File: config.mk
export PLATFORM = sky130hd
export DESIGN_NAME = servo_enable_and_travel_limit
export DESIGN_NICKNAME = d
export VERILOG_FILES = /design/src/logic/servo_gate_pkg.sv /design/src/logic/pin_sync2.sv /design/src/logic/quad_pulse_out.sv /design/src/logic/servo_enable_and_travel_limit.sv
export SDC_FILE = /design/constraint.sdc
export NUM_CORES = 1
export LEC_CHECK = 0
export ABC_AREA = 1
export BUFFER_PORTS_ARGS = -buffer_cell sky130_fd_sc_hd__buf_2
export CAP_MARGIN = 5
export CORE_ASPECT_RATIO = 0.7
export CORE_UTILIZATION = 44
export CTS_CLUSTER_DIAMETER = 60
export DETAILED_ROUTE_END_ITERATION = 10
export PLACE_DENSITY = 0.77
export RECOVER_POWER = 50
export SYNTH_ARGS = -nofsm -noshare
export SYNTH_HDL_FRONTEND = slang
export SYNTH_SLANG_ARGS = --single-unit
File: constraint.sdc
create_clock -name ref_clk -period 2.7 [get_ports ref_clk]
set_clock_uncertainty 0.1 [all_clocks]
set_input_delay 0.27 -clock ref_clk [delete_from_list [all_inputs] [get_ports ref_clk]]
set_output_delay 0.27 -clock ref_clk [all_outputs]
set_load 0.1 [all_outputs]
File: src/logic/servo_gate_pkg.sv
// Shared constants, types and register map of the servo enable and travel limit logic.
package servo_gate_pkg;
	// ============================================================
	// Register bus map, word index on a 4-bit address.
	localparam logic [3:0] CTRL_ADDR = 4'h0;
	localparam logic [3:0] ZERO_SPEED_ADDR = 4'h1;
	localparam logic [3:0] STATUS_ADDR = 4'h2;
	localparam logic [3:0] CONFIG_ADDR = 4'h3;
	localparam int CTRL_ALARM_RESET_BIT = 0;
	localparam int CTRL_ZERO_HOLD_BIT = 1;
	localparam logic ZERO_HOLD_RESET = 1'b0;
	localparam logic [15:0] ZERO_SPEED_RESET = 16'h0014;

	// ============================================================
	// Field positions and codes inside the latched parameter words.
	localparam int DIR_SEL_LSB = 4;
	localparam int ENABLE_SRC_LSB = 4;
	localparam int FWD_ASSIGN_LSB = 12;
	localparam int REV_ASSIGN_LSB = 0;
	localparam logic [3:0] ENABLE_SRC_INPUT = 4'h0;
	localparam logic [3:0] ENABLE_SRC_FORCED = 4'h9;
	localparam logic [3:0] FWD_ASSIGN_TERM_TWO = 4'h2;
	localparam logic [3:0] REV_ASSIGN_TERM_THREE = 4'h3;
	localparam logic [3:0] ASSIGN_DISABLED = 4'h8;
	localparam logic DIR_SEL_CCW_FWD = 1'b0;

	// ============================================================
	// Drive state machine, one-hot.
	typedef enum logic [4:0] {
		ST_OFF = 5'b00001,
		ST_ON = 5'b00010,
		ST_OT_STOP = 5'b00100,
		ST_OT_BLOCK = 5'b01000,
		ST_OT_HOLD = 5'b10000
	} drive_state_e;

	// Configuration caught once after reset.
	typedef struct packed {
		logic dir_sel;
		logic [3:0] enable_src;
		logic [3:0] fwd_assign;
		logic [3:0] rev_assign;
	} drive_cfg_s;

	// Status word as seen by software.
	typedef struct packed {
		logic stopped;
		logic rev_overtravel;
		logic fwd_overtravel;
		logic cfg_loaded;
		logic [4:0] state;
	} drive_status_s;
endpackage : servo_gate_pkg

File: src/logic/pin_sync2.sv
// Two flip-flop synchroniser for a group of asynchronous pin levels.
`timescale 1ns/1ps
module pin_sync2 #(
	parameter int WIDTH = 1
) (
	input wire logic ref_clk,
	input wire logic rst_n,
	input wire logic [WIDTH-1:0] pin_async,
	output logic [WIDTH-1:0] pin_sync
);
	logic [WIDTH-1:0] meta_ff;
	logic [WIDTH-1:0] sync_ff;

	// The first stage feeds only the second stage.
	always_ff @(posedge ref_clk) begin
		if (!rst_n) begin
			meta_ff <= '0;
			sync_ff <= '0;
		end else begin
			meta_ff <= pin_async;
			sync_ff <= meta_ff;
		end
	end

	assign pin_sync = sync_ff;
endmodule : pin_sync2

File: src/logic/quad_pulse_out.sv
// Quadrature pulse generator stepping one edge per request.
`timescale 1ns/1ps
module quad_pulse_out (
	input wire logic ref_clk,
	input wire logic rst_n,
	input wire logic step,
	input wire logic fwd,
	output logic phase_a,
	output logic phase_b
);
	logic [1:0] ab_ff;
	logic [1:0] nxt_ab;

	// Forward walks 00-01-11-10 so phase B leads; reverse walks back so phase A leads.
	always_comb begin
		nxt_ab = ab_ff;
		if (step) begin
			case (ab_ff)
				2'h0: nxt_ab = fwd ? 2'h1 : 2'h2;
				2'h1: nxt_ab = fwd ? 2'h3 : 2'h0;
				2'h3: nxt_ab = fwd ? 2'h2 : 2'h1;
				default: nxt_ab = fwd ? 2'h0 : 2'h3;
			endcase
		end
	end

	// Phase pair register.
	always_ff @(posedge ref_clk) begin
		if (!rst_n) begin
			ab_ff <= 2'h0;
		end else begin
			ab_ff <= nxt_ab;
		end
	end

	assign phase_a = ab_ff[1];
	assign phase_b = ab_ff[0];
endmodule : quad_pulse_out

File: src/logic/servo_enable_and_travel_limit.sv
// Servo enable gating, direction mapping and travel limit control of the drive.
`timescale 1ns/1ps

// Function
// - Active enable energizes the motor and makes it drivable.
// - Inactive enable keeps the motor de-energized and undriven.
// - Servo-on is refused while the motor rotates.
// - Enable source 0 follows the input; 9 forces enable always active.
// - Forced enable energizes as soon as main power is present.
// - Forced enable re-energizes automatically after a resettable alarm is reset.
// - Direction select inverts physical rotation without changing command polarity.
// - Pulse output: B leads forward, A leads reverse, any direction select.
// - Default direction select makes forward counterclockwise; alternative makes it clockwise.
// - Forward limit on permits forward drive; off forbids it as overtravel.
// - Reverse limit on permits reverse drive; off forbids it as overtravel.
// - Forward assignment 2 uses terminal two; 8 disables the limit.
// - Reverse assignment 3 uses terminal three; 8 disables the limit.
// - An enabled limit showing overtravel forces the motor to stop unless the command points away from that limit.
// - Limits block command directions under either direction select.
// - After overtravel stop, base block unless zero hold is configured.
// - Brake release output stays on during overtravel.
module servo_enable_and_travel_limit (
	input wire logic ref_clk,
	input wire logic rst_n,
	input wire logic [3:0] reg_addr,
	input wire logic [31:0] reg_wdata,
	input wire logic reg_wr,
	input wire logic reg_rd,
	output logic [31:0] reg_rdata,
	input wire logic servo_enable_in,
	input wire logic main_power_ok,
	input wire logic input_terminal_two,
	input wire logic input_terminal_three,
	input wire logic [15:0] basic_function_param,
	input wire logic [15:0] input_assign_param_a,
	input wire logic [15:0] input_assign_param_b,
	input wire logic alarm_active,
	input wire logic signed [15:0] speed_cmd,
	input wire logic signed [15:0] speed_meas,
	input wire logic enc_step,
	input wire logic enc_ccw,
	output logic motor_energize,
	output logic signed [15:0] drive_cmd,
	output logic rotate_cw,
	output logic force_stop,
	output logic base_block,
	output logic zero_hold,
	output logic brake_release_output,
	output logic alarm_reset_pulse,
	output logic fwd_overtravel,
	output logic rev_overtravel,
	output logic pulse_out_phase_a,
	output logic pulse_out_phase_b
);
	import servo_gate_pkg::*;

	// ============================================================
	// Functions.

	// Magnitude of a signed word, saturated so the most negative value does not wrap.
	function automatic logic [15:0] mag16(input logic signed [15:0] v);
		logic [15:0] m;
		m = 16'h0000;
		if (v == 16'sh8000) begin
			m = 16'h7FFF;
		end else if (v < 0) begin
			m = 16'(-v);
		end else begin
			m = 16'(v);
		end
		return m;
	endfunction : mag16

	// Negation with saturation.
	function automatic logic signed [15:0] neg16(input logic signed [15:0] v);
		logic signed [15:0] r;
		r = 16'sh0000;
		if (v == 16'sh8000) begin
			r = 16'sh7FFF;
		end else begin
			r = -v;
		end
		return r;
	endfunction : neg16

	// ============================================================
	// Pin synchronisers.
	logic [3:0] pins_sync;
	logic enable_pin;
	logic power_pin;
	logic term_two;
	logic term_three;

	pin_sync2 #(
		.WIDTH(4)
	) u_pin_sync (
		.ref_clk(ref_clk),
		.rst_n(rst_n),
		.pin_async({servo_enable_in, main_power_ok, input_terminal_two, input_terminal_three}),
		.pin_sync(pins_sync)
	);

	assign enable_pin = pins_sync[3];
	assign power_pin = pins_sync[2];
	assign term_two = pins_sync[1];
	assign term_three = pins_sync[0];

	// ============================================================
	// Configuration latch.
	drive_cfg_s cfg_ff;
	logic cfg_loaded_ff;
	logic pins_valid_ff;

	// Parameter words are caught in the first cycle after reset release and then frozen.
	// Synchronised limit pins read as overtravel until refilled, so flags wait one more edge.
	always_ff @(posedge ref_clk) begin
		if (!rst_n) begin
			cfg_ff <= '0;
			cfg_loaded_ff <= 1'b0;
			pins_valid_ff <= 1'b0;
		end else begin
			pins_valid_ff <= cfg_loaded_ff;
			if (!cfg_loaded_ff) begin
				cfg_ff.dir_sel <= basic_function_param[DIR_SEL_LSB];
				cfg_ff.enable_src <= input_assign_param_a[ENABLE_SRC_LSB +: 4];
				cfg_ff.fwd_assign <= input_assign_param_a[FWD_ASSIGN_LSB +: 4];
				cfg_ff.rev_assign <= input_assign_param_b[REV_ASSIGN_LSB +: 4];
				cfg_loaded_ff <= 1'b1;
			end
		end
	end

	// ============================================================
	// Register bus.
	logic zero_hold_cfg_ff;
	logic [15:0] zero_speed_ff;
	logic alarm_reset_ff;
	logic [31:0] rdata_ff;
	drive_status_s status_w;

	// Control and threshold registers; the alarm reset bit is a one-cycle pulse.
	always_ff @(posedge ref_clk) begin
		if (!rst_n) begin
			zero_hold_cfg_ff <= ZERO_HOLD_RESET;
			zero_speed_ff <= ZERO_SPEED_RESET;
			alarm_reset_ff <= 1'b0;
		end else begin
			alarm_reset_ff <= 1'b0;
			if (reg_wr && reg_addr == CTRL_ADDR) begin
				alarm_reset_ff <= reg_wdata[CTRL_ALARM_RESET_BIT];
				zero_hold_cfg_ff <= reg_wdata[CTRL_ZERO_HOLD_BIT];
			end
			if (reg_wr && reg_addr == ZERO_SPEED_ADDR) begin
				zero_speed_ff <= reg_wdata[15:0];
			end
		end
	end

	// Read data stands in the cycle after the strobe only; unmapped reads give zero.
	always_ff @(posedge ref_clk) begin
		if (!rst_n) begin
			rdata_ff <= 32'h0000_0000;
		end else if (reg_rd) begin
			case (reg_addr)
				CTRL_ADDR: rdata_ff <= {30'h0, zero_hold_cfg_ff, 1'b0};
				ZERO_SPEED_ADDR: rdata_ff <= {16'h0000, zero_speed_ff};
				STATUS_ADDR: rdata_ff <= {23'h0, status_w};
				CONFIG_ADDR: rdata_ff <= {19'h0, cfg_ff};
				default: rdata_ff <= 32'h0000_0000;
			endcase
		end else begin
			rdata_ff <= 32'h0000_0000;
		end
	end

	// ============================================================
	// Enable source, limit decode and zero-speed detect.
	logic enable_req;
	logic fwd_limit_on;
	logic rev_limit_on;
	logic ot_fwd;
	logic ot_rev;
	logic stopped;
	logic cmd_fwd;
	logic cmd_rev;
	logic cmd_blocked;

	// Forced source follows main power alone; otherwise the pin must be active too.
	always_comb begin
		if (cfg_ff.enable_src == ENABLE_SRC_FORCED) begin
			enable_req = power_pin;
		end else begin
			enable_req = power_pin && enable_pin;
		end
	end

	// A switch that reads on permits its side; a disabled assignment always permits.
	assign fwd_limit_on = (cfg_ff.fwd_assign == ASSIGN_DISABLED) ? 1'b1 : term_two;
	assign rev_limit_on = (cfg_ff.rev_assign == ASSIGN_DISABLED) ? 1'b1 : term_three;
	assign ot_fwd = !fwd_limit_on;
	assign ot_rev = !rev_limit_on;

	// Limits are judged in the command frame, so direction select does not swap them.
	assign cmd_fwd = speed_cmd > 0;
	assign cmd_rev = speed_cmd < 0;
	assign cmd_blocked = (ot_fwd && cmd_fwd) || (ot_rev && cmd_rev);

	// Stopped when the measured speed magnitude is inside the threshold.
	assign stopped = mag16(speed_meas) <= zero_speed_ff;

	// ============================================================
	// Drive state machine.
	drive_state_e state_ff;
	drive_state_e nxt_state;

	// Alarm or lost enable always wins; overtravel stops then blocks or holds.
	always_comb begin
		nxt_state = state_ff;
		case (state_ff)
			ST_OFF: begin
				if (cfg_loaded_ff && enable_req && !alarm_active && stopped) begin
					nxt_state = ST_ON;
				end
			end
			ST_ON: begin
				if (!enable_req || alarm_active) begin
					nxt_state = ST_OFF;
				end else if (cmd_blocked || ((ot_fwd || ot_rev) && speed_cmd == 0)) begin
					nxt_state = ST_OT_STOP;
				end
			end
			ST_OT_STOP: begin
				if (!enable_req || alarm_active) begin
					nxt_state = ST_OFF;
				end else if (stopped) begin
					nxt_state = zero_hold_cfg_ff ? ST_OT_HOLD : ST_OT_BLOCK;
				end
			end
			ST_OT_BLOCK, ST_OT_HOLD: begin
				if (!enable_req || alarm_active) begin
					nxt_state = ST_OFF;
				end else if (!ot_fwd && !ot_rev) begin
					nxt_state = ST_ON;
				end else if (speed_cmd != 0 && !cmd_blocked) begin
					nxt_state = ST_ON;
				end
			end
			default: nxt_state = ST_OFF;
		endcase
	end

	// State register.
	always_ff @(posedge ref_clk) begin
		if (!rst_n) begin
			state_ff <= ST_OFF;
		end else begin
			state_ff <= nxt_state;
		end
	end

	// ============================================================
	// Registered drive outputs.
	logic energize_ff;
	logic signed [15:0] drive_cmd_ff;
	logic rotate_cw_ff;
	logic force_stop_ff;
	logic base_block_ff;
	logic zero_hold_ff;
	logic brake_ff;
	logic ot_fwd_ff;
	logic ot_rev_ff;
	logic signed [15:0] nxt_drive_cmd;

	// Command passes only in the on state and is mirrored when forward means clockwise.
	always_comb begin
		nxt_drive_cmd = 16'sh0000;
		if (nxt_state == ST_ON && !cmd_blocked) begin
			if (cfg_ff.dir_sel == DIR_SEL_CCW_FWD) begin
				nxt_drive_cmd = speed_cmd;
			end else begin
				nxt_drive_cmd = neg16(speed_cmd);
			end
		end
	end

	// Energize, stop, block and brake outputs follow the next state.
	always_ff @(posedge ref_clk) begin
		if (!rst_n) begin
			energize_ff <= 1'b0;
			drive_cmd_ff <= 16'sh0000;
			rotate_cw_ff <= 1'b0;
			force_stop_ff <= 1'b0;
			base_block_ff <= 1'b1;
			zero_hold_ff <= 1'b0;
			brake_ff <= 1'b0;
			ot_fwd_ff <= 1'b0;
			ot_rev_ff <= 1'b0;
		end else begin
			energize_ff <= nxt_state != ST_OFF && nxt_state != ST_OT_BLOCK;
			drive_cmd_ff <= nxt_drive_cmd;
			rotate_cw_ff <= nxt_drive_cmd < 0;
			force_stop_ff <= nxt_state == ST_OT_STOP;
			base_block_ff <= nxt_state == ST_OFF || nxt_state == ST_OT_BLOCK;
			zero_hold_ff <= nxt_state == ST_OT_HOLD;
			brake_ff <= nxt_state != ST_OFF;
			ot_fwd_ff <= pins_valid_ff && ot_fwd;
			ot_rev_ff <= pins_valid_ff && ot_rev;
		end
	end

	// ============================================================
	// Encoder pulse output in the command frame.
	logic enc_cmd_fwd;
	logic phase_a_w;
	logic phase_b_w;
	logic phase_a_ff;
	logic phase_b_ff;

	// Undo the direction select so the phase order follows command polarity.
	assign enc_cmd_fwd = (cfg_ff.dir_sel == DIR_SEL_CCW_FWD) ? enc_ccw : !enc_ccw;

	quad_pulse_out u_quad (
		.ref_clk(ref_clk),
		.rst_n(rst_n),
		.step(enc_step && cfg_loaded_ff),
		.fwd(enc_cmd_fwd),
		.phase_a(phase_a_w),
		.phase_b(phase_b_w)
	);

	// Retime the phases so the outputs come from flip-flops.
	always_ff @(posedge ref_clk) begin
		if (!rst_n) begin
			phase_a_ff <= 1'b0;
			phase_b_ff <= 1'b0;
		end else begin
			phase_a_ff <= phase_a_w;
			phase_b_ff <= phase_b_w;
		end
	end

	// ============================================================
	// Status and port assignments.
	assign status_w.stopped = stopped;
	assign status_w.rev_overtravel = ot_rev_ff;
	assign status_w.fwd_overtravel = ot_fwd_ff;
	assign status_w.cfg_loaded = cfg_loaded_ff;
	assign status_w.state = state_ff;

	assign reg_rdata = rdata_ff;
	assign motor_energize = energize_ff;
	assign drive_cmd = drive_cmd_ff;
	assign rotate_cw = rotate_cw_ff;
	assign force_stop = force_stop_ff;
	assign base_block = base_block_ff;
	assign zero_hold = zero_hold_ff;
	assign brake_release_output = brake_ff;
	assign alarm_reset_pulse = alarm_reset_ff;
	assign fwd_overtravel = ot_fwd_ff;
	assign rev_overtravel = ot_rev_ff;
	assign pulse_out_phase_a = phase_a_ff;
	assign pulse_out_phase_b = phase_b_ff;
endmodule : servo_enable_and_travel_limit

# == Yosys cells after proc, flatten, opt, wreduce, memory -nomap -nowiden ==
# Cells that the tools add are included.
# word_totals
wordCells,114
input_bits,127
regBits,106
# op_classes
reduce_logical,34
addsub,2
n_mux,26
n_eq_ne,22
magnitude_cmp,5
# ops
operator,n
16-bit 2-to-1 mux,5
16-bit one-hot mux with 4 select lines,1
16-bit by 1-bit < comparator with 1-bit output (second input constant),3
5-bit 2-to-1 mux,9
16-bit equality test (second input constant),2
32-bit zero test,1
16-bit negation,2
32-bit nonzero test,1
5-bit one-hot mux with 4 select lines,1
16-bit by 1-bit greater-than comparator with 1-bit output (second input constant),1
16-bit <= comparator,1
1-bit logical AND,16
4-bit equality test (second input constant),3
5-bit by 1-bit equality test with 1-bit output (second input constant),2
5-bit by 2-bit equality test with 1-bit output (second input constant),2
5-bit by 3-bit equality test with 1-bit output (second input constant),2
5-bit by 4-bit equality test with 1-bit output (second input constant),2
5-bit equality test (second input constant),2
4-bit by 2-bit equality test with 1-bit output (second input constant),2
2-bit 2-to-1 mux,4
1-bit zero test,6
2-bit one-hot mux with 3 select lines,1
1-bit logical OR,5
1-bit 2-to-1 mux,5
9 further kinds,10

# == Logic depth before layout (Yosys ltp) ==
# Gate-level depths: netlist (run 1).
# depth
word_depth,15
mapped_depth,26
ltp_nobuf,25

# == Hierarchy ==
# A second synthesis (run 1) with hierarchy kept.
# unflattened
hier_cells,654
area_unflattened_um2,4638.2
# modules_own_cells
mod,area_each_um2,n_inst,cells_per_inst
servo_enable_and_travel_limit,4319.1,1,614
pin_sync2,225.2,1,25
quad_pulse_out,93.8,1,15

# == Least setup slack after synthesis (run 1) ==
# OpenSTA, ideal clock, no wires.
# synth_path
path_kind,input to register
start,input port speed_meas[1]
end,register drive_cmd_ff[15] (netlist: drive_cmd[15])
setup_time_ps,64
arrival_time_ps,2718
cell_stages,23
setup_slack_ps,-181
n_path_buf,2
required_ps,2536
cell_sequence,inv_1 -> ha_1 -> nand3_1 -> nor2_1 -> nand2_1 -> nor2_1 -> nand2_1 -> nor2_1 -> inv_1 -> buf_2 -> nand2_1 -> ha_1 -> a21o_1 -> nor2_1 -> nand2_1 -> nand2_1 -> nand2_1 -> nand2_1 -> nand3_1 -> nand2_2 -> nand3_4 -> buf_8 -> nor2_1
# synth_between
elab_chain_len,10
elab_cells_between_ends,14
cone_classes,add/sub (1); order compare (2); eq/ne (2); mux (7); reduce/logical (2)
# synth_rtl
element,line,text
from (decl),servo_enable_and_travel_limit.sv:39,"input wire logic signed [15:0] speed_meas,"
16-bit negation / 16-bit by 1-bit < comparator with 1-bit output (equally long branches),"servo_enable_and_travel_limit.sv:67, servo_enable_and_travel_limit.sv:66",
16-bit 2-to-1 mux,servo_enable_and_travel_limit.sv:66,end else if (v < 0) begin
16-bit 2-to-1 mux *,servo_enable_and_travel_limit.sv:64,if (v == 16'sh8000) begin
16-bit <= comparator *,servo_enable_and_travel_limit.sv:209,assign stopped = mag16(speed_meas) <= zero_speed_ff;
5-bit 2-to-1 mux / 1-bit logical AND (equally long branches),"servo_enable_and_travel_limit.sv:235, servo_enable_and_travel_limit.sv:221",
"5-bit 2-to-1 mux, on equally long branches","servo_enable_and_travel_limit.sv:233, servo_enable_and_travel_limit.sv:221",
5-bit one-hot mux with 4 select lines *,servo_enable_and_travel_limit.sv:219,case (state_ff)
5-bit by 2-bit equality test with 1-bit output *,servo_enable_and_travel_limit.sv:277,if (nxt_state == ST_ON && !cmd_blocked) begin
1-bit logical AND *,servo_enable_and_travel_limit.sv:277,
16-bit 2-to-1 mux *,servo_enable_and_travel_limit.sv:277,
to (signal assigned),servo_enable_and_travel_limit.sv:300,drive_cmd_ff <= nxt_drive_cmd;
to (decl),servo_enable_and_travel_limit.sv:264,logic signed [15:0] drive_cmd_ff;
# Every way passes the cells marked *; elsewhere a longest branch is shown, timed or not.
# A chain may end at the register's enable or synchronous reset.

# == Final worst setup path (run 1) ==
# layout_path
start,input port speed_meas[4]
end,register drive_cmd_ff[12] (netlist: drive_cmd[12])
# The elaborated chain is that of the path after synthesis.

==> results of run 1 <==
==> final timing paths <==
check                                         from                           endpoint  slack [ns]
setup / recovery                     speed_meas[4]           drive_cmd[12]$_SDFF_PN0_       -0.04
hold reg to reg   u_pin_sync.meta_ff[1]$_SDFF_PN0_  u_pin_sync.pin_sync[1]$_SDFF_PN0_        0.31
setup reg to reg    zero_speed_ff[10]$_SDFFE_PN0P_             state_ff[3]$_SDFF_PN0_        0.67
hold / removal                  input_terminal_two   u_pin_sync.meta_ff[1]$_SDFF_PN0_        0.02
==> flip-flops by register name, indices dropped and copies added (netlist names), 2 cells and up <==
name	cells
zero_speed_ff	16
u_pin_sync.pin_sync	4
cfg_ff	13
u_quad.ab_ff	2
drive_cmd	16
state_ff	5
u_pin_sync.meta_ff	4
reg_rdata	16
==> cell families after synthesis <==
| family | synth area share |
|---|---|
| fa+ha+maj | 0.0490 |
| buf+inv | 0.128 |
| xor+xnor | 0.0267 |
| other cells | 0.000815 |
| simple gates | 0.278 |
| compound gates | 0.129 |
| flops | 0.387 |
==> stage by stage <==
step / area, sq um / util / setup WS (ns)
2_1_floorplan: 4790 / - / -0.0137
3_3_place_gp: 5550 / 0.560 / -0.481
3_5_place_dp: 5550 / 0.560 / -0.585
4_1_cts: 5910 / 0.597 / 0.00822
5_1_grt: 6240 / 0.629 / -0.209
6_report: 6240 / 0.629 / -0.0360
==> per-layer routing <==
layer / up-vias / track usage / part of all wire
met5: - / 0 / 0
met4: 0 / 0.0734 / 0.019
met3: 28 / 0.0556 / 0.074
met2: 214 / 0.372 / 0.45
li1: 2359 / - / -
met1: 2167 / 0.325 / 0.46
==> what timing repair did <==
action	in CTS	in global routing
setup buffers	4	6
hold buffers	1	0
hold endpoints to repair	1	0
pin swaps	7	41
setup endpoints to repair	24	27
cloned	1	0
resized for setup	11	74
==> critical path, delay by kind of cell <==
family / cells / cell delay [ns]
compound gates: 3 / 0.31
fa+ha+maj: 1 / 0.21
buf+inv: 3 / 0.39
simple gates: 14 / 1.74
==> cell usage in the layout, fill, tap and decap left out, types with 2 or more instances in the layout <==
cell and instances:
sky130_fd_sc_hd__conb_1 16, sky130_fd_sc_hd__nand2_4 5, sky130_fd_sc_hd__dfxtp_1 89, sky130_fd_sc_hd__ha_4 8, sky130_fd_sc_hd__nor3_1 16, sky130_fd_sc_hd__o21ai_0 39, sky130_fd_sc_hd__clkinv_1 2, sky130_fd_sc_hd__clkinvlp_4 3
sky130_fd_sc_hd__nand2_1 113, sky130_fd_sc_hd__nand3_2 9, sky130_fd_sc_hd__buf_8 2, sky130_fd_sc_hd__o211ai_1 6, sky130_fd_sc_hd__xnor2_1 5, sky130_fd_sc_hd__nor2_1 57, sky130_fd_sc_hd__ha_1 9, sky130_fd_sc_hd__nor2_2 22
sky130_fd_sc_hd__nor4_1 2, sky130_fd_sc_hd__o21a_1 3, sky130_fd_sc_hd__nor2_4 6, sky130_fd_sc_hd__clkinv_4 2, sky130_fd_sc_hd__inv_1 91, sky130_fd_sc_hd__nand4_1 8, sky130_fd_sc_hd__xor2_1 8, sky130_fd_sc_hd__buf_2 115
sky130_fd_sc_hd__nand3_1 16, sky130_fd_sc_hd__nor3_4 4, sky130_fd_sc_hd__a21oi_1 41, sky130_fd_sc_hd__nor3b_1 2, sky130_fd_sc_hd__inv_2 8, sky130_fd_sc_hd__nand2_2 17, sky130_fd_sc_hd__nor3_2 2, sky130_fd_sc_hd__o221ai_1 5
sky130_fd_sc_hd__buf_4 34, sky130_fd_sc_hd__o21ai_1 3, sky130_fd_sc_hd__clkbuf_16 9, sky130_fd_sc_hd__buf_6 5, sky130_fd_sc_hd__nand3_4 5, sky130_fd_sc_hd__a21oi_2 4
==> layout make-up <==
cell class | count | area (sq um)
fillers | 849 | 3670
inverters | 103 | 407
multi-input cells | 442 | 2690
clock inverters | 6 | 45.0
clock buffers | 10 | 229
repair buffers | 157 | 927
well taps | 128 | 160
flip-flops and latches | 89 | 1780
==> power by group <==
group | internal, mW | total (mW) | switching (mW)
clock | 0.625 | 1.16 | 0.532
sequential | 1.35 | 1.36 | 0.0153
combinational | 0.213 | 0.635 | 0.422
==> flow_summary_export.csv, run 1 <==
group,metric,value,unit
status,run_status,"complete, but fails checks",
status,violations,"setup timing",
worst_setup_path,timing_worst_setup_path_type,"in -> reg",
synth,leading_cell_type_by_number_of_instances_after_synthesis,"sky130_fd_sc_hd__nand2_1",
cells_and_area,drive_above_1_share,0.335,
global_routing,grt_usage,0.237,
drt,routed_wirelength,13400,um
power_and_ir_drop,total_power,3.15,mW
global_routing,initial_antenna_violation_count,0,
die,design.die.area,10900,sq um
synth,postSynthRegisterBits,89,
worst_hold_path,hold-path-cell-count,3,
cells_and_area,antenna-diode-count,0,
synth,yosysWarnings,0,
power_and_ir_drop,total_leakage_power,3.08,nW
synth,yosysUniqueCellTypes,39,
worst_setup_path,critical_path_sink_type,"flip-flop",
timing,worst_pin_slew,0.620,ns
synth,syn-mean-instance-area,7.08,sq um
die,initial_core_util,0.464,
synth,yosysTopAreaCell,"sky130_fd_sc_hd__dfxtp_1",
power_and_ir_drop,total_power_density_per_cell_area,506,nW/um^2
clock_tree,h_tree_depth,3,
die,core_area,9910,sq um
timing,achievable_freq,366,MHz
timing,timing.hold.ws,0.0191,ns
timing,slew_viol_final,0,
synth,synth_async_sr_flop_share,0,
timing,unrepaired_setup_endpoints_after_global_routing,"true",
synth,synth_enable_flop_cells,0,
cells_and_area,area.growth.synth_to_final,35.6,%
drt,detail_route.iter0.violations,316,
worst_setup_path,critical_path_peak_fanout,8,
clock_tree,clk_root_buffer_cell,"sky130_fd_sc_hd__clkbuf_16",
worst_hold_path,hold_path.class,"in -> reg",
global_routing,grt_pass1_vias,4440,
timing,fin_crit,2.74,ns
synth,synthTopCellsByCount,"sky130_fd_sc_hd__nand2_1 (133), sky130_fd_sc_hd__inv_1 (97), sky130_fd_sc_hd__dfxtp_1 (89)",
worst_setup_path,crit_required,2.88,ns
drt,drc,0,
place,numPortBuffers,118,
drt,viasPerCell,5.10,
synth,yosysSeqAreaShare,0.387,
timing,worst_case_headroom_to_the_max_slew_limit,0.584,
worst_setup_path,worst-endpoint-arrival,2.92,ns
timing,final.setup.tns,-0.305,ns
global_routing,grt_max_degree,35,
clock_tree,clk-insertion-delay-late,0.35,ns
synth,synth.area.top_cells,"sky130_fd_sc_hd__dfxtp_1 (39%), sky130_fd_sc_hd__nand2_1 (11%), sky130_fd_sc_hd__inv_1 (7.9%)",
place,place.gp.congestion,0.957,
power_and_ir_drop,peakVddDrop,0.430,mV
timing,post_route_worst_setup_slack,-0.0360,ns
cells_and_area,count_of_placed_standard_cells_in_the_final_layout_fillers_left_out,935,
worst_setup_path,cpMaxStageDelayCell,"sky130_fd_sc_hd__nand4_1",
run,maxCapViolCount,0,
worst_setup_path,crit_chain,"buf_4 > nor2_4 > inv_2 > nor3_4 > nand2_2 > nor3_4 > nand4_1 > buf_4 > nand2_1 > nand2_1 > nand3_2 > ha_4 > a21oi_2 > o21ai_1 > a21oi_2 > nand2_2 > nand2_4 > nand3_4 > nand2_4 > nand3_4 > nor2_2",
drt,dr.pass1.iters,5,
drt,drtAntennaViolNets,0,
synth,top_area_cell_type_share_of_the_netlist_area,0.387,
global_routing,grt.overflow.total,0,
clock_tree,cts_tree,"built",
die,placement_row_count,30,
die,die_w,124,um
synth,synthesis.area,4600,sq um
clock_tree,cts_sinks,89,
clock_tree,clkTransAtPathRegs,0.06,ns
synth,netlist_instances,650,
worst_setup_path,timing.reg2reg.worst_path_depth,13,
die,ioPinCount,186,
place,place_hpwl,9820,um
worst_setup_path,critical_path.max_stage_delay,0.22,ns
die,die-height,87.5,um
clock_tree,cts_inserted_buffers,9,
place,placed_cells,908,
worst_setup_path,worstSetupStartpointType,"input port",
drt,total_via_count_after_detailed_routing,4768,
timing,final-hold-violation-count,0,
synth,postSynth.topFlopCell,"sky130_fd_sc_hd__dfxtp_1",
clock_tree,cts_max_path_buffers,2,
timing,setup_viol_count_final,17,
timing,fin_crit_sh,1.01,
cells_and_area,final_net_count,947,
global_routing,wire_length_of_the_first_global_routing_pass,20500,um
drt,detail_route.wl_per_cell,14.3,um
Note: power is estimated with default switching activity, not from simulation.
==> run 2, diff against run 1 <==
--- a/config.mk
+++ b/config.mk
@@ -16,4 +16,5 @@
 export RECOVER_POWER = 50
 export SYNTH_ARGS = -nofsm -noshare
 export SYNTH_HDL_FRONTEND = slang
+export SYNTH_HIERARCHICAL = 1
 export SYNTH_SLANG_ARGS = --single-unit
==> flow_summary_export.csv, run 2 <==
group,metric,value,unit
clock_tree,clkTransAtPathRegs,0.06,ns
timing,fin_crit,2.76,ns
worst_setup_path,critical_path.max_stage_delay,0.26,ns
status,run_status,"complete, but fails checks",
worst_setup_path,critical_path_peak_fanout,6,
synth,synthesis.area,4640,sq um
global_routing,grt_max_degree,31,
die,die_w,125,um
worst_setup_path,critical_path_sink_type,"flip-flop",
synth,leading_cell_type_by_number_of_instances_after_synthesis,"sky130_fd_sc_hd__nand2_1",
worst_setup_path,crit_required,2.88,ns
die,placement_row_count,30,
cells_and_area,fillCellCount,904,
global_routing,grt_pass1_vias,3910,
worst_setup_path,kind_of_cell_with_the_highest_combined_delay_on_the_critical_path,"simple AND/OR/NAND/NOR gates",
worst_setup_path,worstSetupStartpointType,"input port",
synth,synth.area.top_cells,"sky130_fd_sc_hd__dfxtp_1 (38%), sky130_fd_sc_hd__nand2_1 (11%), sky130_fd_sc_hd__inv_1 (7.1%)",
drt,drtAntennaViolNets,0,
synth,netlist_instances,654,
worst_hold_path,hold_path.class,"in -> reg",
synth,synth_enable_flop_cells,0,
die,die-height,87.9,um
global_routing,initial_antenna_violation_count,0,
synth,yosysSeqAreaShare,0.384,
die,initial_core_util,0.466,
synth,postSynthRegisterBits,89,
die,design.die.area,11000,sq um
worst_hold_path,hold-path-cell-count,3,
worst_setup_path,critical_path.n_buffers_inverters,3,
clock_tree,cts_inserted_buffers,9,
worst_setup_path,timing.reg2reg.worst_path_depth,14,
timing,post_route_worst_setup_slack,-0.0624,ns
power_and_ir_drop,total_power_density_per_cell_area,525,nW/um^2
drt,routed_wirelength,12400,um
drt,dr.pass1.iters,5,
place,detailedPlace.worstSlack,-0.437,ns
place,place.gp.congestion,0.896,
die,ioPinCount,186,
clock_tree,cts_tree,"built",
drt,total_via_count_after_detailed_routing,4627,
synth,postSynth.topFlopCell,"sky130_fd_sc_hd__dfxtp_1",
worst_setup_path,crit_chain,"buf_2 > inv_2 > nand3_4 > nor3_4 > nand4_1 > nand2_2 > o21ai_2 > or2_0 > nand3_1 > ha_4 > a21oi_2 > o21ai_2 > nor2_2 > nand2_2 > nand2_4 > nand3_2 > nand2_2 > nand3_4 > clkbuf_16 > nor2_1",
synth,top_area_cell_type_share_of_the_netlist_area,0.384,
clock_tree,cts_max_path_buffers,2,
synth,synth_async_sr_flop_share,0,
worst_setup_path,rr_startpoint,"zero_speed_ff[5]$_SDFFE_PN0P_",
synth,yosysTopAreaCell,"sky130_fd_sc_hd__dfxtp_1",
clock_tree,h_tree_depth,3,
global_routing,wire_length_of_the_first_global_routing_pass,18700,um
clock_tree,clk_root_buffer_cell,"sky130_fd_sc_hd__clkbuf_16",
run,maxCapViolCount,0,
synth,yosysUniqueCellTypes,43,
worst_setup_path,critPathMostFrequentCell,"sky130_fd_sc_hd__nand2_2",
worst_setup_path,r2r_slack,0.56,ns
timing,worst_case_headroom_to_the_max_slew_limit,0.432,
place,place_hpwl,9130,um
synth,yosysWarnings,6,
cells_and_area,mostFrequentLayoutCell,"sky130_fd_sc_hd__nand2_1",
timing,setup_viol_count_final,16,
power_and_ir_drop,peakVddDrop,0.389,mV
timing,fin_crit_sh,1.02,
drt,detail_route.wl_per_cell,13.1,um
worst_hold_path,start_point_of_the_worst_min_delay_path,"input_terminal_two",
cells_and_area,multiInputGateArea,2500,sq um
cells_and_area,area.growth.synth_to_final,33.2,%
status,violations,"setup timing",
worst_hold_path,worstHoldEndpoint,"u_pin_sync/meta_ff[1]$_SDFF_PN0_",
cells_and_area,antenna-diode-count,0,
worst_setup_path,timing.rr.end,"drive_cmd[15]$_SDFF_PN0_",
cells_and_area,drive_above_1_share,0.314,
synth,syn-mean-instance-area,7.09,sq um
synth,synthTopCellsByCount,"sky130_fd_sc_hd__nand2_1 (132), sky130_fd_sc_hd__dfxtp_1 (89), sky130_fd_sc_hd__inv_1 (88)",
cells_and_area,layout_common_cells,"sky130_fd_sc_hd__nand2_1 (127), sky130_fd_sc_hd__buf_2 (116), sky130_fd_sc_hd__dfxtp_1 (89)",
worst_setup_path,cpMaxStageDelayCell,"sky130_fd_sc_hd__nor3_4",
place,numPortBuffers,118,
global_routing,grt_usage,0.215,
die,core_area,9950,sq um
power_and_ir_drop,total_power,3.24,mW
power_and_ir_drop,total_leakage_power,3.15,nW
cells_and_area,final_net_count,961,
timing,worst_pin_slew,0.850,ns
timing,final-hold-violation-count,0,
worst_setup_path,worst-endpoint-arrival,2.94,ns
timing,slew_viol_final,0,
cells_and_area,final-seq-area,1780,sq um
clock_tree,clk-insertion-delay-late,0.34,ns
drt,drc,0,
worst_setup_path,timing_worst_setup_path_type,"in -> reg",
clock_tree,cts_sinks,89,
drt,viasPerCell,4.88,
global_routing,grt.overflow.total,0,
drt,detail_route.iter0.violations,313,
timing,unrepaired_setup_endpoints_after_global_routing,"true",
timing,achievable_freq,362,MHz
run 2: changes by cell type after synthesis, sizes merged, moves of 2 or more:
cell    delta
o221ai     -2
o21bai     +2
a21oi      +2
nor3       -5
or2        +3
nor3b      -2
nand3      +4
run 2: per-layer routing:
layer,up-vias,GRT usage,wire [um]
li1,2378,-,-
met1,2072,0.303,5940
met2,163,0.338,5590
met3,14,0.0489,779
met4,0,0.0482,139
met5,-,0,0
run 2: worst max path at each step:
stage                              from                       end  cells past startpoint
after floorplan           speed_meas[1]  drive_cmd[12]$_SDFF_PN0_                     18
final                     speed_meas[2]  drive_cmd[15]$_SDFF_PN0_                     20
after global routing      speed_meas[2]     base_block$_SDFF_PN1_                     20
after CTS                 speed_meas[1]  drive_cmd[14]$_SDFF_PN0_                     20
after global placement    speed_meas[1]   drive_cmd[3]$_SDFF_PN0_                     18
after detailed placement  speed_meas[1]  drive_cmd[14]$_SDFF_PN0_                     19
run 2: layout make-up:
cell class,count,area share
clock buffers,9,0.0365
clock inverters,7,0.0126
inverters,102,0.0640
multi-input cells,445,0.405
flip-flops and latches,89,0.288
well taps,128,0.0259
repair buffers,169,0.167
run 2: worst min-delay path: cells and delay by family:
family	cells	cell delay [ns]
simple gates	1	0.04
buf+inv	2	0.12
run 2: timing repair:
| item | 4_1_cts | 5_1_grt |
|---|---|---|
| pin swaps | 1 | 27 |
| hold endpoints to repair | 2 | 0 |
| setup endpoints to repair | 18 | 27 |
| buffers inserted | 2 | 8 |
| hold buffers | 2 | 0 |
| cloned | 0 | 1 |
| resized for setup | 2 | 51 |
run 2: report_power, final:
part	total, mW	internal, mW	switching, mW
registers	1.36	1.35	0.0192
clock network	1.26	0.723	0.536
logic	0.618	0.211	0.407
total	3.24	2.28	0.963
run 2: cell families (layout without fill, tap and decap cells):
logic type	after synthesis	after routing	synth area share
and+or+nand+nor	287	287	0.279
buffers and inverters	135	287	0.128
AOI/OAI and AO/OA	111	111	0.135
DFF	89	89	0.384
adders and majority gates	18	18	0.0486
xor gates and xnor gates	13	13	0.0245
other	1	16	0.000809
run 2: metrics by stage:
stage	cell area, sq um	setup TNS (ns)	hold WS (ns)	instances	util
floorplan	4710	0	0.198	669	-
global placement	5540	-6.28	0.295	920	0.557
detailed placement	5540	-9.58	0.296	920	0.557
CTS	5900	0	0.00861	940	0.593
global route	6180	-4.61	0.0318	949	0.621
finish	6180	-0.406	0.0219	949	0.621
==> run 3, diff against run 2 <==
--- a/config.mk
+++ b/config.mk
@@ -9,10 +9,11 @@
 export BUFFER_PORTS_ARGS = -buffer_cell sky130_fd_sc_hd__buf_2
 export CAP_MARGIN = 5
 export CORE_ASPECT_RATIO = 0.7
-export CORE_UTILIZATION = 44
+export CORE_UTILIZATION = 45
+export CTS_BUF_LIST = sky130_fd_sc_hd__clkbuf_4
 export CTS_CLUSTER_DIAMETER = 60
 export DETAILED_ROUTE_END_ITERATION = 10
-export PLACE_DENSITY = 0.77
+export PLACE_DENSITY = 0.78
 export RECOVER_POWER = 50
 export SYNTH_ARGS = -nofsm -noshare
 export SYNTH_HDL_FRONTEND = slang
==> flow_summary_export.csv, run 3 (synthesis results as in run 2) <==
group,metric,value,unit
power_and_ir_drop,total_power_density_per_cell_area,460,nW/um^2
timing,worst_case_headroom_to_the_max_slew_limit,0.212,
worst_setup_path,critPathMostFrequentCell,"sky130_fd_sc_hd__nand3_4",
clock_tree,h_tree_depth,3,
drt,routed_wirelength,12400,um
worst_setup_path,kind_of_cell_with_the_highest_combined_delay_on_the_critical_path,"simple AND/OR/NAND/NOR gates",
cells_and_area,final_net_count,986,
timing,fin_crit_sh,0.959,
run,maxCapViolCount,0,
global_routing,grt_usage,0.228,
cells_and_area,final_util,0.626,
timing,setup_viol_count_final,0,
timing,worst_pin_slew,1.19,ns
die,design.die.area,10700,sq um
cells_and_area,layout_common_cells,"sky130_fd_sc_hd__nand2_1 (130), sky130_fd_sc_hd__buf_2 (98), sky130_fd_sc_hd__dfxtp_1 (89)",
place,numPortBuffers,118,
global_routing,grt_max_degree,30,
global_routing,grt_pass1_vias,4146,
cells_and_area,mostFrequentLayoutCell,"sky130_fd_sc_hd__nand2_1",
worst_setup_path,critical_path.n_buffers_inverters,2,
worst_setup_path,crit_chain,"buf_2 > inv_2 > nand3_4 > nor3_4 > nand4_1 > nand2_1 > o21ai_2 > or2_0 > nand3_1 > ha_4 > a21oi_2 > o21ai_2 > nor2_2 > nand2_2 > nand2_2 > nand3_4 > nand2_4 > nand3_4 > nor2_1",
drt,dr.pass1.iters,5,
place,place.gp.congestion,0.875,
die,ioPinCount,186,
drt,detail_route.iter0.violations,300,
worst_setup_path,worst-endpoint-arrival,2.88,ns
cells_and_area,drive_above_1_share,0.259,
worst_setup_path,critical_path_peak_fanout,8,
worst_hold_path,hold_path.class,"in -> reg",
clock_tree,clk-insertion-delay-late,0.45,ns
place,place_hpwl,9040,um
worst_setup_path,critical_path_sink_type,"flip-flop",
power_and_ir_drop,peakVddDrop,0.298,mV
worst_setup_path,crit_required,2.99,ns
clock_tree,cts_tree,"built",
power_and_ir_drop,total_leakage_power,3.07,nW
timing,fin_crit,2.59,ns
worst_setup_path,timing.reg2reg.worst_path_depth,13,
cells_and_area,area.growth.synth_to_final,32.6,%
die,placement_row_count,30,
drt,drtAntennaViolNets,0,
drt,drc,0,
worst_setup_path,cpMaxStageDelayCell,"sky130_fd_sc_hd__nor3_4",
clock_tree,clk_root_buffer_cell,"sky130_fd_sc_hd__clkbuf_4",
global_routing,initial_antenna_violation_count,0,
clock_tree,cts_inserted_buffers,9,
timing,final-hold-violation-count,0,
timing,achievable_freq,386,MHz
worst_setup_path,timing_worst_setup_path_type,"in -> reg",
die,die_w,123,um
die,initial_core_util,0.472,
drt,viasPerCell,4.81,
global_routing,wire_length_of_the_first_global_routing_pass,19100,um
clock_tree,clkTransAtPathRegs,0.13,ns
drt,total_via_count_after_detailed_routing,4694,
worst_setup_path,critical_path.max_stage_delay,0.26,ns
drt,detail_route.wl_per_cell,12.7,um
worst_hold_path,hold-path-cell-count,3,
status,run_status,"complete, no violations",
timing,timing.hold.ws,0.0264,ns
timing,slew_viol_final,0,
worst_setup_path,critical_path_depth,19,
worst_setup_path,worstSetupStartpointType,"input port",
global_routing,grt.overflow.total,0,
clock_tree,cts_max_path_buffers,2,
die,core_area,9830,sq um
clock_tree,cts_sinks,89,
die,die-height,86.9,um
## run 3: cell type report
cell class,instances,area [sq um]
fill,913,3680
timing repair buffer,193,1200
tap,128,160
antenna,1,2.50
sequential,89,1780
inverter,102,388
clock inverter,7,93.8
multi-input combinational,446,2460
clock buffer,9,67.6
## run 3: worst min-delay path: stages
cell and delay [ns]:
sky130_fd_sc_hd__buf_2 0.08, sky130_fd_sc_hd__o21ai_0 0.07, sky130_fd_sc_hd__a21oi_1 0.11
## run 3: what timing repair did
item                                    CTS  global route
hold endpoints to repair                 33             0
endpoints found under the setup margin    0            24
hold buffers                             32             0
setup buffers                             0             2
resized for setup                         0            28
## run 3: layer usage
metal,share of wire,vias up,track usage
li1,-,2436,-
met1,0.48,2080,0.320
met2,0.44,161,0.351
met3,0.068,17,0.0432
met4,0.015,0,0.0745
met5,0,-,0
## run 3: worst paths after layout
| check | startpoint | to | slack, ns |
|---|---|---|---|
| worst max-delay path | speed_meas[2] | drive_cmd[3]$_SDFF_PN0_ | 0.11 |
| worst min-delay path | reg_wdata[10] | zero_speed_ff[10]$_SDFFE_PN0P_ | 0.03 |
| worst max register to register | zero_speed_ff[5]$_SDFFE_PN0P_ | drive_cmd[3]$_SDFF_PN0_ | 0.65 |
| worst min register to register | u_pin_sync/meta_ff[1]$_SDFF_PN0_ | u_pin_sync/pin_sync[1]$_SDFF_PN0_ | 0.33 |
## run 3: power breakdown
group          switching [mW]  internal [mW]  leakage (nW)  total (mW)
combinational           0.400          0.230          2.26       0.630
sequential             0.0202           1.35         0.724        1.37
clock                   0.459          0.376        0.0840       0.835
## run 3: through the flow
stage | instances | total power, mW | area [sq um] | worst slack (ns) | setup TNS [ns]
after floorplan | 669 | 1.79 | 4710 | 0.0133 | 0
after global placement | 923 | 1.95 | 5560 | -0.297 | -6.64
after detailed placement | 923 | 1.95 | 5560 | -0.392 | -8.35
after CTS | 971 | 2.82 | 6040 | 0.0903 | 0
after global routing | 974 | 2.97 | 6150 | -0.0307 | -0.114
final | 975 | 2.83 | 6150 | 0.110 | 0
